### src/pkg/t8p_pkg.sv
// Purpose: shared constants and carrier types for the 8-bit pwm waveform unit
// Assumes: one clock (clk_sys), synchronous active-high reset
// Notes:   offsets are data-space byte addresses of the register port

package t8p_pkg;

  // ----------------------------------------------------------------
  // register offsets (data space)
  // ----------------------------------------------------------------
  localparam logic [7:0] T8P_OFF_CTRL_A = 8'h44; // timer_control_a
  localparam logic [7:0] T8P_OFF_CTRL_B = 8'h45; // timer_control_b
  localparam logic [7:0] T8P_OFF_COUNT = 8'h46; // count_value
  localparam logic [7:0] T8P_OFF_CMP_A = 8'h47; // chan_a_compare_value buffer
  localparam logic [7:0] T8P_OFF_CMP_B = 8'h48; // chan_b compare buffer
  localparam logic [7:0] T8P_OFF_FLAGS = 8'h35; // event flags, write one to clear

  // ----------------------------------------------------------------
  // field positions, reset values, counter extremes
  // ----------------------------------------------------------------
  localparam int T8P_POS_OM_A = 6; // chan_a_output_mode lsb
  localparam int T8P_POS_OM_B = 4; // chan_b_output_mode lsb
  localparam int T8P_POS_WAVE = 0; // low wave_mode_select bits lsb
  localparam int T8P_POS_WAVE_HI = 3; // wave_mode_high_bit in timer_control_b
  localparam int T8P_POS_F_OVF = 0; // overflow_flag
  localparam int T8P_POS_F_MA = 1; // chan_a_match_flag
  localparam int T8P_POS_F_MB = 2; // chan_b_match_flag
  localparam logic [7:0] T8P_RST_BYTE = 8'h00; // every register after reset
  localparam logic [7:0] T8P_CTRL_A_MASK = 8'hf3; // bits 3:2 unused, read zero
  localparam logic [7:0] T8P_MAX = 8'hff; // counter max
  localparam logic [7:0] T8P_BOTTOM = 8'h00; // counter bottom

  // ----------------------------------------------------------------
  // encodings
  // ----------------------------------------------------------------
  localparam logic [1:0] T8P_OM_OFF = 2'h0; // port pin keeps its own data
  localparam logic [1:0] T8P_OM_TOGGLE = 2'h1; // toggle on match
  localparam logic [1:0] T8P_OM_NONINV = 2'h2; // non-inverted pwm
  localparam logic [1:0] T8P_OM_INV = 2'h3; // inverted pwm
  localparam logic [2:0] T8P_WM_PC_MAX = 3'h1; // phase correct, top = max
  localparam logic [2:0] T8P_WM_FAST_MAX = 3'h3; // fast, top = max
  localparam logic [2:0] T8P_WM_PC_CMP = 3'h5; // phase correct, top = compare a
  localparam logic [2:0] T8P_WM_FAST_CMP = 3'h7; // fast, top = compare a

  // count direction, gray along up -> down
  typedef enum logic {T8P_UP = 1'b0, T8P_DOWN = 1'b1} t8p_dir_t;

  // register port request
  typedef struct packed {
    logic [7:0] addr;
    logic [7:0] wdata;
    logic wr;
    logic rd;
  } t8p_bus_t;

  // configuration seen by the counter and channels
  typedef struct packed {
    logic [1:0] om_a;
    logic [1:0] om_b;
    logic [2:0] wave;
    logic [7:0] cmp_a;
    logic [7:0] cmp_b;
  } t8p_cfg_t;

  // one-cycle events raised by the counter
  typedef struct packed {
    logic ovf;
    logic match_a;
    logic match_b;
  } t8p_evt_t;

endpackage

### src/rtl/t8p_top.sv
// Purpose: 8-bit timer pwm waveform unit: counter, compare and pins
// Assumes: timer_tick is a one-cycle enable from an outside prescaler
// Notes:   normal and ctc modes only count up and leave the waves alone

`timescale 1ns/1ps

module t8p_top
  import t8p_pkg::*;
(
  input wire logic clk_sys,
  input wire logic sys_rst,
  input wire logic timer_tick,
  input t8p_bus_t bus,
  output logic [7:0] rdata,
  input wire logic dir_a,
  input wire logic dir_b,
  input wire logic port_a,
  input wire logic port_b,
  output logic chan_a_wave_out,
  output logic chan_a_wave_oe,
  output logic chan_b_wave_out,
  output logic chan_b_wave_oe,
  output logic overflow_flag,
  output logic chan_a_match_flag,
  output logic chan_b_match_flag
);

  // ----------------------------------------------------------------
  // state of the counter
  // ----------------------------------------------------------------
  typedef struct packed {
    logic [7:0] count; // count_value
    t8p_dir_t dir; // count direction
    logic [7:0] cmp_a; // active chan_a_compare_value
    logic [7:0] cmp_b; // active channel b compare value
    logic block; // match blocked after a count write
  } t8p_top_st_t;

  t8p_top_st_t st_r; // registered state
  t8p_top_st_t st_nxt; // next state

  t8p_cfg_t cfg; // configuration from the register port
  t8p_evt_t evt; // events toward the flags
  logic count_wr; // software writes count_value
  logic [2:0] flags; // flag levels
  logic fast; // single-slope mode
  logic pc; // dual-slope mode
  logic [7:0] top; // current top value
  logic at_top; // tick while count equals top
  logic at_bot; // tick while count equals bottom
  logic match_a; // channel a compare match
  logic match_b; // channel b compare match
  logic up_count; // direction seen by the channels
  logic reload; // active compares take the buffers
  logic from_max_a; // channel a leaves max at this top
  logic from_max_b; // channel b leaves max at this top
  logic wave_a; // channel a wave state
  logic wave_b; // channel b wave state
  logic toggle_a_ok; // toggle allowed for channel a

  // ----------------------------------------------------------------
  // register port
  // ----------------------------------------------------------------
  // the io-space alias of control a is an address shift done by the
  // core, so only the data-space offset decodes here
  t8p_regs u_regs (
    .clk_sys(clk_sys),
    .sys_rst(sys_rst),
    .bus(bus),
    .evt(evt),
    .count_in(st_r.count),
    .rdata(rdata),
    .cfg(cfg),
    .count_wr(count_wr),
    .flags(flags)
  );

  // ----------------------------------------------------------------
  // mode decode
  // ----------------------------------------------------------------
  // high mode bit joins the low bits from control a
  always_comb begin
    fast = (cfg.wave == T8P_WM_FAST_MAX) || (cfg.wave == T8P_WM_FAST_CMP);
    pc = (cfg.wave == T8P_WM_PC_MAX) || (cfg.wave == T8P_WM_PC_CMP);
    // top from compare a only in the high-bit modes
    top = cfg.wave[2] ? st_r.cmp_a : T8P_MAX;
  end

  // ----------------------------------------------------------------
  // tick qualified comparisons
  // ----------------------------------------------------------------
  // counting and matches move only on a timer tick, the clock itself is free
  always_comb begin
    at_top = timer_tick && (st_r.count == top);
    at_bot = timer_tick && (st_r.count == T8P_BOTTOM);
    // a count write blocks the next tick's match, as intended by software
    match_a = timer_tick && !st_r.block && (st_r.count == st_r.cmp_a);
    match_b = timer_tick && !st_r.block && (st_r.count == st_r.cmp_b);
    // bottom turnaround counts as the start of the up slope
    up_count = (st_r.dir == T8P_UP) || (st_r.count == T8P_BOTTOM);
    toggle_a_ok = cfg.wave[2]; // only with the high mode bit
  end

  // ----------------------------------------------------------------
  // double buffering of the compare values
  // ----------------------------------------------------------------
  // fast updates at bottom (the wrap tick), phase correct at top,
  // other modes take the buffer at once
  always_comb begin
    reload = 1'b0;
    from_max_a = 1'b0;
    from_max_b = 1'b0;
    if (fast || pc) begin
      reload = at_top;
    end else begin
      reload = 1'b1;
    end
    if (pc && at_top) begin
      // leaving max must land on the up-match level for symmetry
      from_max_a = (st_r.cmp_a == T8P_MAX) && (cfg.cmp_a != T8P_MAX);
      from_max_b = (st_r.cmp_b == T8P_MAX) && (cfg.cmp_b != T8P_MAX);
    end
  end

  // ----------------------------------------------------------------
  // counter next state
  // ----------------------------------------------------------------
  always_comb begin
    st_nxt = st_r;
    evt = '0;
    evt.match_a = match_a;
    evt.match_b = match_b;
    if (reload) begin
      st_nxt.cmp_a = cfg.cmp_a;
      st_nxt.cmp_b = cfg.cmp_b;
    end
    if (timer_tick) begin
      st_nxt.block = 1'b0; // blocking lasts for one tick only
    end
    if (count_wr) begin
      // software write wins over counting and arms the match block
      st_nxt.count = bus.wdata;
      st_nxt.block = 1'b1;
    end else if (fast) begin
      st_nxt.dir = T8P_UP;
      if (at_top) begin
        st_nxt.count = T8P_BOTTOM; // wrap on the tick after top
        evt.ovf = 1'b1;
      end else if (timer_tick) begin
        st_nxt.count = st_r.count + 8'h01;
      end
    end else if (pc) begin
      case (st_r.dir)
        T8P_UP: begin
          if (at_top) begin
            // top was held for this one tick, now turn round
            st_nxt.dir = T8P_DOWN;
            if (top != T8P_BOTTOM) begin
              st_nxt.count = st_r.count - 8'h01;
            end
          end else if (timer_tick) begin
            st_nxt.count = st_r.count + 8'h01;
          end
        end
        T8P_DOWN: begin
          if (at_bot) begin
            st_nxt.dir = T8P_UP;
            evt.ovf = 1'b1; // flag at bottom
            if (top != T8P_BOTTOM) begin
              st_nxt.count = st_r.count + 8'h01;
            end
          end else if (timer_tick) begin
            // a lowered top below count still walks down to bottom
            st_nxt.count = st_r.count - 8'h01;
          end
        end
        default: st_nxt.dir = T8P_UP;
      endcase
    end else begin
      // non-pwm modes are outside this unit: plain upward count
      st_nxt.dir = T8P_UP;
      if (timer_tick) begin
        st_nxt.count = st_r.count + 8'h01;
        evt.ovf = (st_r.count == T8P_MAX);
      end
    end
  end

  // ----------------------------------------------------------------
  // state register
  // ----------------------------------------------------------------
  always_ff @(posedge clk_sys) begin
    if (sys_rst) begin
      st_r <= '0;
    end else begin
      st_r <= st_nxt;
    end
  end

  // ----------------------------------------------------------------
  // output compare channels
  // ----------------------------------------------------------------
  t8p_chan u_chan_a (
    .clk_sys(clk_sys),
    .sys_rst(sys_rst),
    .fast(fast),
    .pc(pc),
    .up_count(up_count),
    .at_wrap(fast && at_top),
    .at_top(pc && at_top && st_r.dir == T8P_UP),
    .match(match_a),
    .cmp_is_top(st_r.cmp_a == top),
    .from_max(from_max_a),
    .toggle_ok(toggle_a_ok),
    .om(cfg.om_a),
    .wave(wave_a)
  );

  // channel b has no toggle option
  t8p_chan u_chan_b (
    .clk_sys(clk_sys),
    .sys_rst(sys_rst),
    .fast(fast),
    .pc(pc),
    .up_count(up_count),
    .at_wrap(fast && at_top),
    .at_top(pc && at_top && st_r.dir == T8P_UP),
    .match(match_b),
    .cmp_is_top(st_r.cmp_b == top),
    .from_max(from_max_b),
    .toggle_ok(1'b0),
    .om(cfg.om_b),
    .wave(wave_b)
  );

  // ----------------------------------------------------------------
  // pin override
  // ----------------------------------------------------------------
  // the wave replaces port data once an output mode is set, but the
  // driver only turns on with the direction bit
  always_comb begin
    chan_a_wave_out = (cfg.om_a != T8P_OM_OFF) ? wave_a : port_a;
    chan_b_wave_out = (cfg.om_b != T8P_OM_OFF) ? wave_b : port_b;
    chan_a_wave_oe = dir_a;
    chan_b_wave_oe = dir_b;
  end

  assign overflow_flag = flags[T8P_POS_F_OVF];
  assign chan_a_match_flag = flags[T8P_POS_F_MA];
  assign chan_b_match_flag = flags[T8P_POS_F_MB];

  // ----------------------------------------------------------------
  // checks
  // ----------------------------------------------------------------
  // fast mode returns to bottom right after the top tick
  fast_wrap_a: assert property (@(posedge clk_sys) disable iff (sys_rst)
    fast && at_top && !count_wr ##1 fast |-> st_r.count == T8P_BOTTOM)
    else $error("fast counter did not wrap");

  // fast overflow event exactly with the top tick
  fast_ovf_a: assert property (@(posedge clk_sys) disable iff (sys_rst)
    fast && at_top && !count_wr |-> evt.ovf)
    else $error("fast overflow not raised at top");

  // phase correct turns down after top, one below
  pc_turn_a: assert property (@(posedge clk_sys) disable iff (sys_rst)
    pc && at_top && st_r.dir == T8P_UP && top != T8P_BOTTOM && !count_wr
    ##1 pc |-> st_r.dir == T8P_DOWN && st_r.count == $past(st_r.count) - 8'h01)
    else $error("phase correct did not reverse at top");

  // phase correct overflow only at bottom
  pc_ovf_a: assert property (@(posedge clk_sys) disable iff (sys_rst)
    pc && evt.ovf |-> st_r.count == T8P_BOTTOM && timer_tick)
    else $error("phase correct overflow away from bottom");

  // without a tick or write the counter stands still
  tick_enable_a: assert property (@(posedge clk_sys) disable iff (sys_rst)
    !timer_tick && !count_wr |=> st_r.count == $past(st_r.count))
    else $error("counter moved without a tick");

  // wrap in fast mode loads the active compare from the buffer
  fast_reload_a: assert property (@(posedge clk_sys) disable iff (sys_rst)
    fast && at_top && !bus.wr |=> st_r.cmp_a == $past(cfg.cmp_a))
    else $error("compare not reloaded at bottom");

  // pin enable follows the direction bit alone
  pin_dir_a: assert property (@(posedge clk_sys) disable iff (sys_rst)
    chan_a_wave_oe == dir_a && chan_b_wave_oe == dir_b)
    else $error("pin enable not from direction");

  // a match is flagged on the very next edge
  match_flag_a: assert property (@(posedge clk_sys) disable iff (sys_rst)
    timer_tick && !st_r.block && st_r.count == st_r.cmp_b |=> chan_b_match_flag)
    else $error("channel b match not flagged");

endmodule // t8p_top

### src/rtl/t8p_regs.sv
// Purpose: register port of the waveform unit, control, buffers and flags
// Assumes: wr and rd are single-cycle strobes synchronous to clk_sys
// Notes:   read data appears on the edge after rd; flags clear on write one

`timescale 1ns/1ps

module t8p_regs
  import t8p_pkg::*;
(
  input wire logic clk_sys,
  input wire logic sys_rst,
  input t8p_bus_t bus,
  input t8p_evt_t evt,
  input wire logic [7:0] count_in,
  output logic [7:0] rdata,
  output t8p_cfg_t cfg,
  output logic count_wr,
  output logic [2:0] flags
);

  // all state of this module
  typedef struct packed {
    logic [7:0] ctrl_a;
    logic [7:0] ctrl_b;
    logic [7:0] cmp_a;
    logic [7:0] cmp_b;
    logic [2:0] flags;
    logic [7:0] rdata;
  } t8p_regs_st_t;

  t8p_regs_st_t st_r; // registered state
  t8p_regs_st_t st_nxt; // next state
  logic [2:0] set_vec; // hardware event per flag
  logic [2:0] clr_vec; // software clear per flag

  // ----------------------------------------------------------------
  // next state
  // ----------------------------------------------------------------
  always_comb begin
    st_nxt = st_r;
    set_vec = {evt.match_b, evt.match_a, evt.ovf};
    clr_vec = (bus.wr && bus.addr == T8P_OFF_FLAGS) ? bus.wdata[2:0] : 3'h0;
    if (bus.wr) begin
      case (bus.addr)
        T8P_OFF_CTRL_A: st_nxt.ctrl_a = bus.wdata & T8P_CTRL_A_MASK;
        T8P_OFF_CTRL_B: st_nxt.ctrl_b = bus.wdata; // high mode bit lives here
        T8P_OFF_CMP_A: st_nxt.cmp_a = bus.wdata;
        T8P_OFF_CMP_B: st_nxt.cmp_b = bus.wdata;
        default: st_nxt.ctrl_b = st_r.ctrl_b; // count and flags handled elsewhere
      endcase
    end
    // set wins over a clear in the same cycle, so no event is lost
    st_nxt.flags = (st_r.flags & ~clr_vec) | set_vec;
    if (bus.rd) begin
      case (bus.addr)
        T8P_OFF_CTRL_A: st_nxt.rdata = st_r.ctrl_a;
        T8P_OFF_CTRL_B: st_nxt.rdata = st_r.ctrl_b;
        T8P_OFF_COUNT: st_nxt.rdata = count_in;
        T8P_OFF_CMP_A: st_nxt.rdata = st_r.cmp_a;
        T8P_OFF_CMP_B: st_nxt.rdata = st_r.cmp_b;
        T8P_OFF_FLAGS: st_nxt.rdata = {5'h00, st_r.flags};
        default: st_nxt.rdata = T8P_RST_BYTE; // unmapped reads zero
      endcase
    end
  end

  // ----------------------------------------------------------------
  // state register
  // ----------------------------------------------------------------
  always_ff @(posedge clk_sys) begin
    if (sys_rst) begin
      st_r <= '0;
    end else begin
      st_r <= st_nxt;
    end
  end

  // outputs
  assign rdata = st_r.rdata;
  assign flags = st_r.flags;
  assign count_wr = bus.wr && (bus.addr == T8P_OFF_COUNT);
  assign cfg.om_a = st_r.ctrl_a[T8P_POS_OM_A +: 2];
  assign cfg.om_b = st_r.ctrl_a[T8P_POS_OM_B +: 2];
  assign cfg.wave = {st_r.ctrl_b[T8P_POS_WAVE_HI], st_r.ctrl_a[T8P_POS_WAVE +: 2]};
  assign cfg.cmp_a = st_r.cmp_a;
  assign cfg.cmp_b = st_r.cmp_b;

  // unused bits of the first control register never read back
  ctrl_a_gap_a: assert property (@(posedge clk_sys) disable iff (sys_rst)
    st_r.ctrl_a[3:2] == 2'b00)
    else $error("control a unused bits not zero");

  // an overflow event always leaves the flag set, even under a clear
  ovf_set_wins_a: assert property (@(posedge clk_sys) disable iff (sys_rst)
    evt.ovf |=> flags[T8P_POS_F_OVF])
    else $error("overflow event lost");

endmodule // t8p_regs

### src/rtl/t8p_chan.sv
// Purpose: one output compare channel, holds its wave state
// Assumes: all event inputs are already qualified by the timer tick
// Notes:   toggle_ok is tied low for a channel without toggle option

`timescale 1ns/1ps

module t8p_chan
  import t8p_pkg::*;
(
  input wire logic clk_sys,
  input wire logic sys_rst,
  input wire logic fast,
  input wire logic pc,
  input wire logic up_count,
  input wire logic at_wrap,
  input wire logic at_top,
  input wire logic match,
  input wire logic cmp_is_top,
  input wire logic from_max,
  input wire logic toggle_ok,
  input wire logic [1:0] om,
  output logic wave
);

  typedef struct packed {
    logic wave;
  } t8p_chan_st_t;

  t8p_chan_st_t st_r; // registered wave state
  t8p_chan_st_t st_nxt; // next wave state
  logic clr_val; // level after an up-count / fast match
  logic set_val; // level after bottom / down-count match

  // ----------------------------------------------------------------
  // wave state update
  // ----------------------------------------------------------------
  always_comb begin
    st_nxt = st_r;
    clr_val = (om == T8P_OM_INV);
    set_val = (om == T8P_OM_NONINV);
    if (om[1] && fast) begin
      if (at_wrap) begin
        st_nxt.wave = set_val; // level at bottom
      end else if (match && !cmp_is_top) begin
        st_nxt.wave = clr_val; // match at top is ignored
      end
    end else if (om[1] && pc) begin
      if (at_top && from_max) begin
        st_nxt.wave = clr_val; // leave max with up-match result
      end else if (at_top && cmp_is_top) begin
        st_nxt.wave = set_val; // action moved to the extreme
      end else if (match) begin
        // a start above compare simply never sees the up match
        st_nxt.wave = up_count ? clr_val : set_val;
      end
    end else if (om == T8P_OM_TOGGLE && toggle_ok && (fast || pc) && match) begin
      st_nxt.wave = ~st_r.wave; // 50% duty square wave
    end
  end

  always_ff @(posedge clk_sys) begin
    if (sys_rst) begin
      st_r <= '0;
    end else begin
      st_r <= st_nxt;
    end
  end

  assign wave = st_r.wave;

  // fast non-inverting: wrap always drives the wave high next cycle
  fast_wrap_set_a: assert property (@(posedge clk_sys) disable iff (sys_rst)
    fast && om == T8P_OM_NONINV && at_wrap |=> wave)
    else $error("wave not set at bottom");

  // phase correct non-inverting: ordinary up match drives low
  pc_up_clear_a: assert property (@(posedge clk_sys) disable iff (sys_rst)
    pc && om == T8P_OM_NONINV && match && up_count && !at_top |=> !wave)
    else $error("wave not cleared on up match");

  // in fast mode, toggle flips the level on every match
  toggle_flip_a: assert property (@(posedge clk_sys) disable iff (sys_rst)
    om == T8P_OM_TOGGLE && toggle_ok && fast && match |=> wave != $past(wave))
    else $error("toggle missed");

endmodule // t8p_chan

### config.mk
export PLATFORM = sky130hd
export DESIGN_NAME = t8p_top
export DESIGN_NICKNAME = d
export VERILOG_FILES = /design/src/pkg/t8p_pkg.sv /design/src/rtl/t8p_top.sv /design/src/rtl/t8p_regs.sv /design/src/rtl/t8p_chan.sv
export SDC_FILE = /design/constraint.sdc
export NUM_CORES = 1
export LEC_CHECK = 0
export ABC_CLOCK_PERIOD_IN_PS = 5800
export BUFFER_PORTS_ARGS = -buffer_cell sky130_fd_sc_hd__buf_2
export CORE_AREA = 5 5 89 91
export DETAILED_ROUTE_END_ITERATION = 16
export DIE_AREA = 0 0 94 96
export PLACE_DENSITY = 0.84
export SETUP_SLACK_MARGIN = 0.2
export SLEW_MARGIN = 25
export SYNTH_ARGS = -nofsm -noshare
export SYNTH_HDL_FRONTEND = slang
export SYNTH_SLANG_ARGS = --single-unit
### constraint.sdc
create_clock -name clk_sys -period 5.8 [get_ports clk_sys]
set_input_delay 1.16 -clock clk_sys [delete_from_list [all_inputs] [get_ports clk_sys]]
set_output_delay 1.16 -clock clk_sys [all_outputs]
set_load 0.05 [all_outputs]
==> results.cfg <==
[pwr]
power.internal_uw = 750.1
power_frac_comb_pct = 7.7
switching_share_pct = 27.11
cellPowerDensity_mw_per_mm2 = 220.3
power.share.sequential_pct = 47.0
vdd_ir_drop_max_uv = 265.7
leakagePower_nw = 1.543
power_frac_clock_pct = 45.3
power_switching_uw = 279.0

[clocking]
postCtsHoldBufs = 0
cts_post_setup_buffers_inserted = 0
cts.clk_slew.worst_paths_ns = 0.09
cts_resized = 0
root_buffer = sky130_fd_sc_hd__clkbuf_8
tritoncts = done
clk-insertion-delay-late_ns = 0.36
cts_buffers = 9
clock-sinks = 69
ctsLongestPathBuffers = 2
cts_max_level = 3

[routing]
first_pass_iters = 9
detailedRoute.firstIterationViolations = 706
remaining_drc_errors = 0
antenna_violating_nets_post_route = 0
drt-total-wl_mm = 13.43
detail_route.wl_per_cell_um = 19.64
num_vias = 4642
routed_via_density = 6.787

[critical_path]
worstPathArrival_ns = 3.55
cpPeakStageDelay_ns = 0.93
critical_path.max_fanout = 22
path_class = reg -> reg
critPathTopFamily = simple AND/OR/NAND/NOR gates
path_cells = nor3b_1, o211ai_1, o211ai_1, and3_1, a21oi_2, or3_1, a311oi_1
crit_top_cell = sky130_fd_sc_hd__o211ai_1
crit_path_end_kind = flop
worst_ep_required_time_ns = 6.06
timing.critical_path.from_type = flop
cpMaxStageDelayCell = sky130_fd_sc_hd__dfxtp_1
number_of_buffer_and_inverter_instances_along_the_worst_setup_path = 0

[die]
die_w_um = 94
die-height_um = 96
pin_count = 40
fp.dieArea_mm2 = 0.009024
core_mm2 = 0.007059
fp-row-count = 31
initial_utilization_pct = 62.03

[yosys]
synth.top_cells.by_area = sky130_fd_sc_hd__dfxtp_1 32%, sky130_fd_sc_hd__nand2_1 7.8%, sky130_fd_sc_hd__a21oi_1 6.4%, sky130_fd_sc_hd__mux2i_1 4.6%, sky130_fd_sc_hd__nand3_1 4.5%
synth.area.mux_share_pct = 5.086
yosysWarningCount = 0
synth_top_area_share_pct = 31.54
netlist.top_cell.by_area = sky130_fd_sc_hd__dfxtp_1
synth_cells = 583
yosys_register_bits = 69
syn_area_per_cell_um2 = 7.511
synth_compound_gate_area_share_pct = 21.14
synth-adder-area-share_pct = 0.5714
synth.lib_cells_used.distinct = 66
post_synth_most_frequent_cells = 91 x sky130_fd_sc_hd__nand2_1, 69 x sky130_fd_sc_hd__dfxtp_1, 56 x sky130_fd_sc_hd__a21oi_1, 51 x sky130_fd_sc_hd__nor2_1, 39 x sky130_fd_sc_hd__nand3_1
yosysMostFrequentCell = sky130_fd_sc_hd__nand2_1
yosys.area_share.simple_pct = 29.60
ys_seq_area_share_pct = 31.54
async_flop_share_pct = 0
synth_ff_type = sky130_fd_sc_hd__dfxtp_1
count_of_flip_flops_with_a_built_in_enable_after_synthesis = 0
mappedNetlistArea_mm2 = 0.004379
post_synth_xor_area_fraction_pct = 5.600
dominant_combinational_cell_family_by_area_after_synthesis = simple AND/OR/NAND/NOR gates
synthesis.nets = 610

[sta]
fin_crit_ns = 3.290
slew_violations = 0
setup_viol = 0
achievable-frequency_mhz = 303.9
finClkSkew_ns = 0.005317
rsz0062_at_grt = no
totalNegativeSetupSlack_ns = 0
period_share_pct = 56.73
hold_viol_final = 0
worstMarginPinSlew_ns = 0.9197
max_slew_margin_pct = 38.60

[flow_run]
timing.max_cap.violations = 0

[final_layout]
nets_final = 607
syn2layout_area_growth_pct = 6.657
antenna_cells_inserted = 0
share_of_cells_above_drive_strength_1_pct = 11.79
layout.core_utilization_pct = 66.16

[grt]
number_of_antenna_violations_at_the_first_check_in_global_routing = 0
grt_max_degree = 67
grt_pass1_vias = 4229
grt_first_pass_wirelength_mm = 21.51
grt_remaining_overflow = 0
grtUsageTotal_pct = 30.80

[hold_path]
min-delay-path-class = reg -> reg

[placed_design]
placer_congestion = 1.028
io_buffers = 35
hpwl_reported_at_the_end_of_detailed_placement_mm = 9.260

[run_status]
status = finished, final reports clean
## per-stage QoR
stage	power (mW)	worst slack, ns	hold WS (ns)	cell area [um2]	instances
floorplan	0.5461	2.631	0.4359	4379	583
global placement	0.5694	2.321	0.4461	4437	668
detailed placement	0.5710	2.263	0.4511	4437	668
CTS	1.022	2.584	0.4628	4664	684
global route	1.056	2.285	0.4967	4671	684
finish	1.029	2.510	0.4646	4671	684
## sequential cells by signal (all words and copies together) (netlist names)
register,flops
u_regs.rdata,8
u_chan_b.wave,1
st_r,26
u_regs.flags,3
u_regs.st_r,7
u_regs.cfg,23
u_chan_a.wave,1
## power groups by stage
| stage | Combinational (mW) | Sequential (mW) | Clock [mW] |
|---|---|---|---|
| 5_1_grt | 0.0851 | 0.484 | 0.487 |
| 3_5_place_dp | 0.0765 | 0.494 | 0 |
| 2_1_floorplan | 0.0521 | 0.494 | 0 |
| 6_report | 0.0795 | 0.484 | 0.466 |
| 3_3_place_gp | 0.0750 | 0.494 | 0 |
| 4_1_cts | 0.0768 | 0.483 | 0.462 |
## layout by cell type, fill, tap and decap left out, drive strengths merged, types with 3 or more instances in the layout
cell / Yosys / layout
a21oi: 57 / 57
or4: 3 / 3
buf: 25 / 37
a2bb2oi: 3 / 3
o22ai: 3 / 3
dfxtp: 69 / 69
and2: 7 / 7
a22oi: 16 / 16
mux2i: 20 / 20
nor3b: 6 / 6
a31oi: 14 / 14
nor3: 6 / 6
nand3: 39 / 39
and3: 6 / 6
nand4b: 4 / 4
nor2: 53 / 53
o31ai: 8 / 8
nor4: 8 / 8
o211ai: 7 / 7
and4: 4 / 4
or3b: 3 / 3
nand2: 92 / 92
nand2b: 8 / 8
nand4: 13 / 13
xor2: 10 / 10
clkbuf: 26 / 9
a311oi: 4 / 4
nor2b: 4 / 4
inv: 7 / 11
o21ai: 12 / 12
xnor2: 18 / 18
## logic make-up (layout without fill, tap and decap cells)
| kind of cell | Yosys count | count (layout) |
|---|---|---|
| AO/OA/AOI/OAI | 143 | 143 |
| XOR/XNOR | 28 | 28 |
| adder cells (fa/ha/maj) | 2 | 2 |
| buffers and inverters | 58 | 60 |
| flip-flops | 69 | 69 |
| multiplexers | 22 | 22 |
| AND/OR/NAND/NOR | 261 | 261 |
## worst paths after layout
kind,to,slack [ns],from,cells past startpoint
setup / recovery,st_r[25],2.51,u_regs.cfg[18],7
hold / removal,u_regs.st_r[34],0.46,u_regs.st_r[34],2
setup reg to reg,st_r[25],2.51,u_regs.cfg[18],7
hold reg to reg,u_regs.st_r[34],0.46,u_regs.st_r[34],2
## per-layer routing
metal	up-vias	wire length (um)	track usage (%)
met5	-	0	0
met4	0	404	13.84
met3	48	1668	5.004
met2	341	5970	47.01
met1	2149	5390	42.84
li1	2104	-	-
## area by class of cell
class | instances | area [um2]
clock buffer | 9 | 123.9
clock inverter | 7 | 103.9
fill | 618 | 2389
inverter | 7 | 26.28
multi-input combinational | 456 | 2721
sequential | 69 | 1381
tap | 99 | 123.9
timing repair buffer | 37 | 190.2
## worst reg2reg max path, stage by stage, from the launching register on
cell,delay [ns]
sky130_fd_sc_hd__dfxtp_1,0.93
sky130_fd_sc_hd__nor3b_1,0.29
sky130_fd_sc_hd__o211ai_1,0.13
sky130_fd_sc_hd__o211ai_1,0.39
sky130_fd_sc_hd__and3_1,0.58
sky130_fd_sc_hd__a21oi_2,0.22
sky130_fd_sc_hd__or3_1,0.41
sky130_fd_sc_hd__a311oi_1,0.25
No activity file was read; power rests on OpenSTA's default activity.
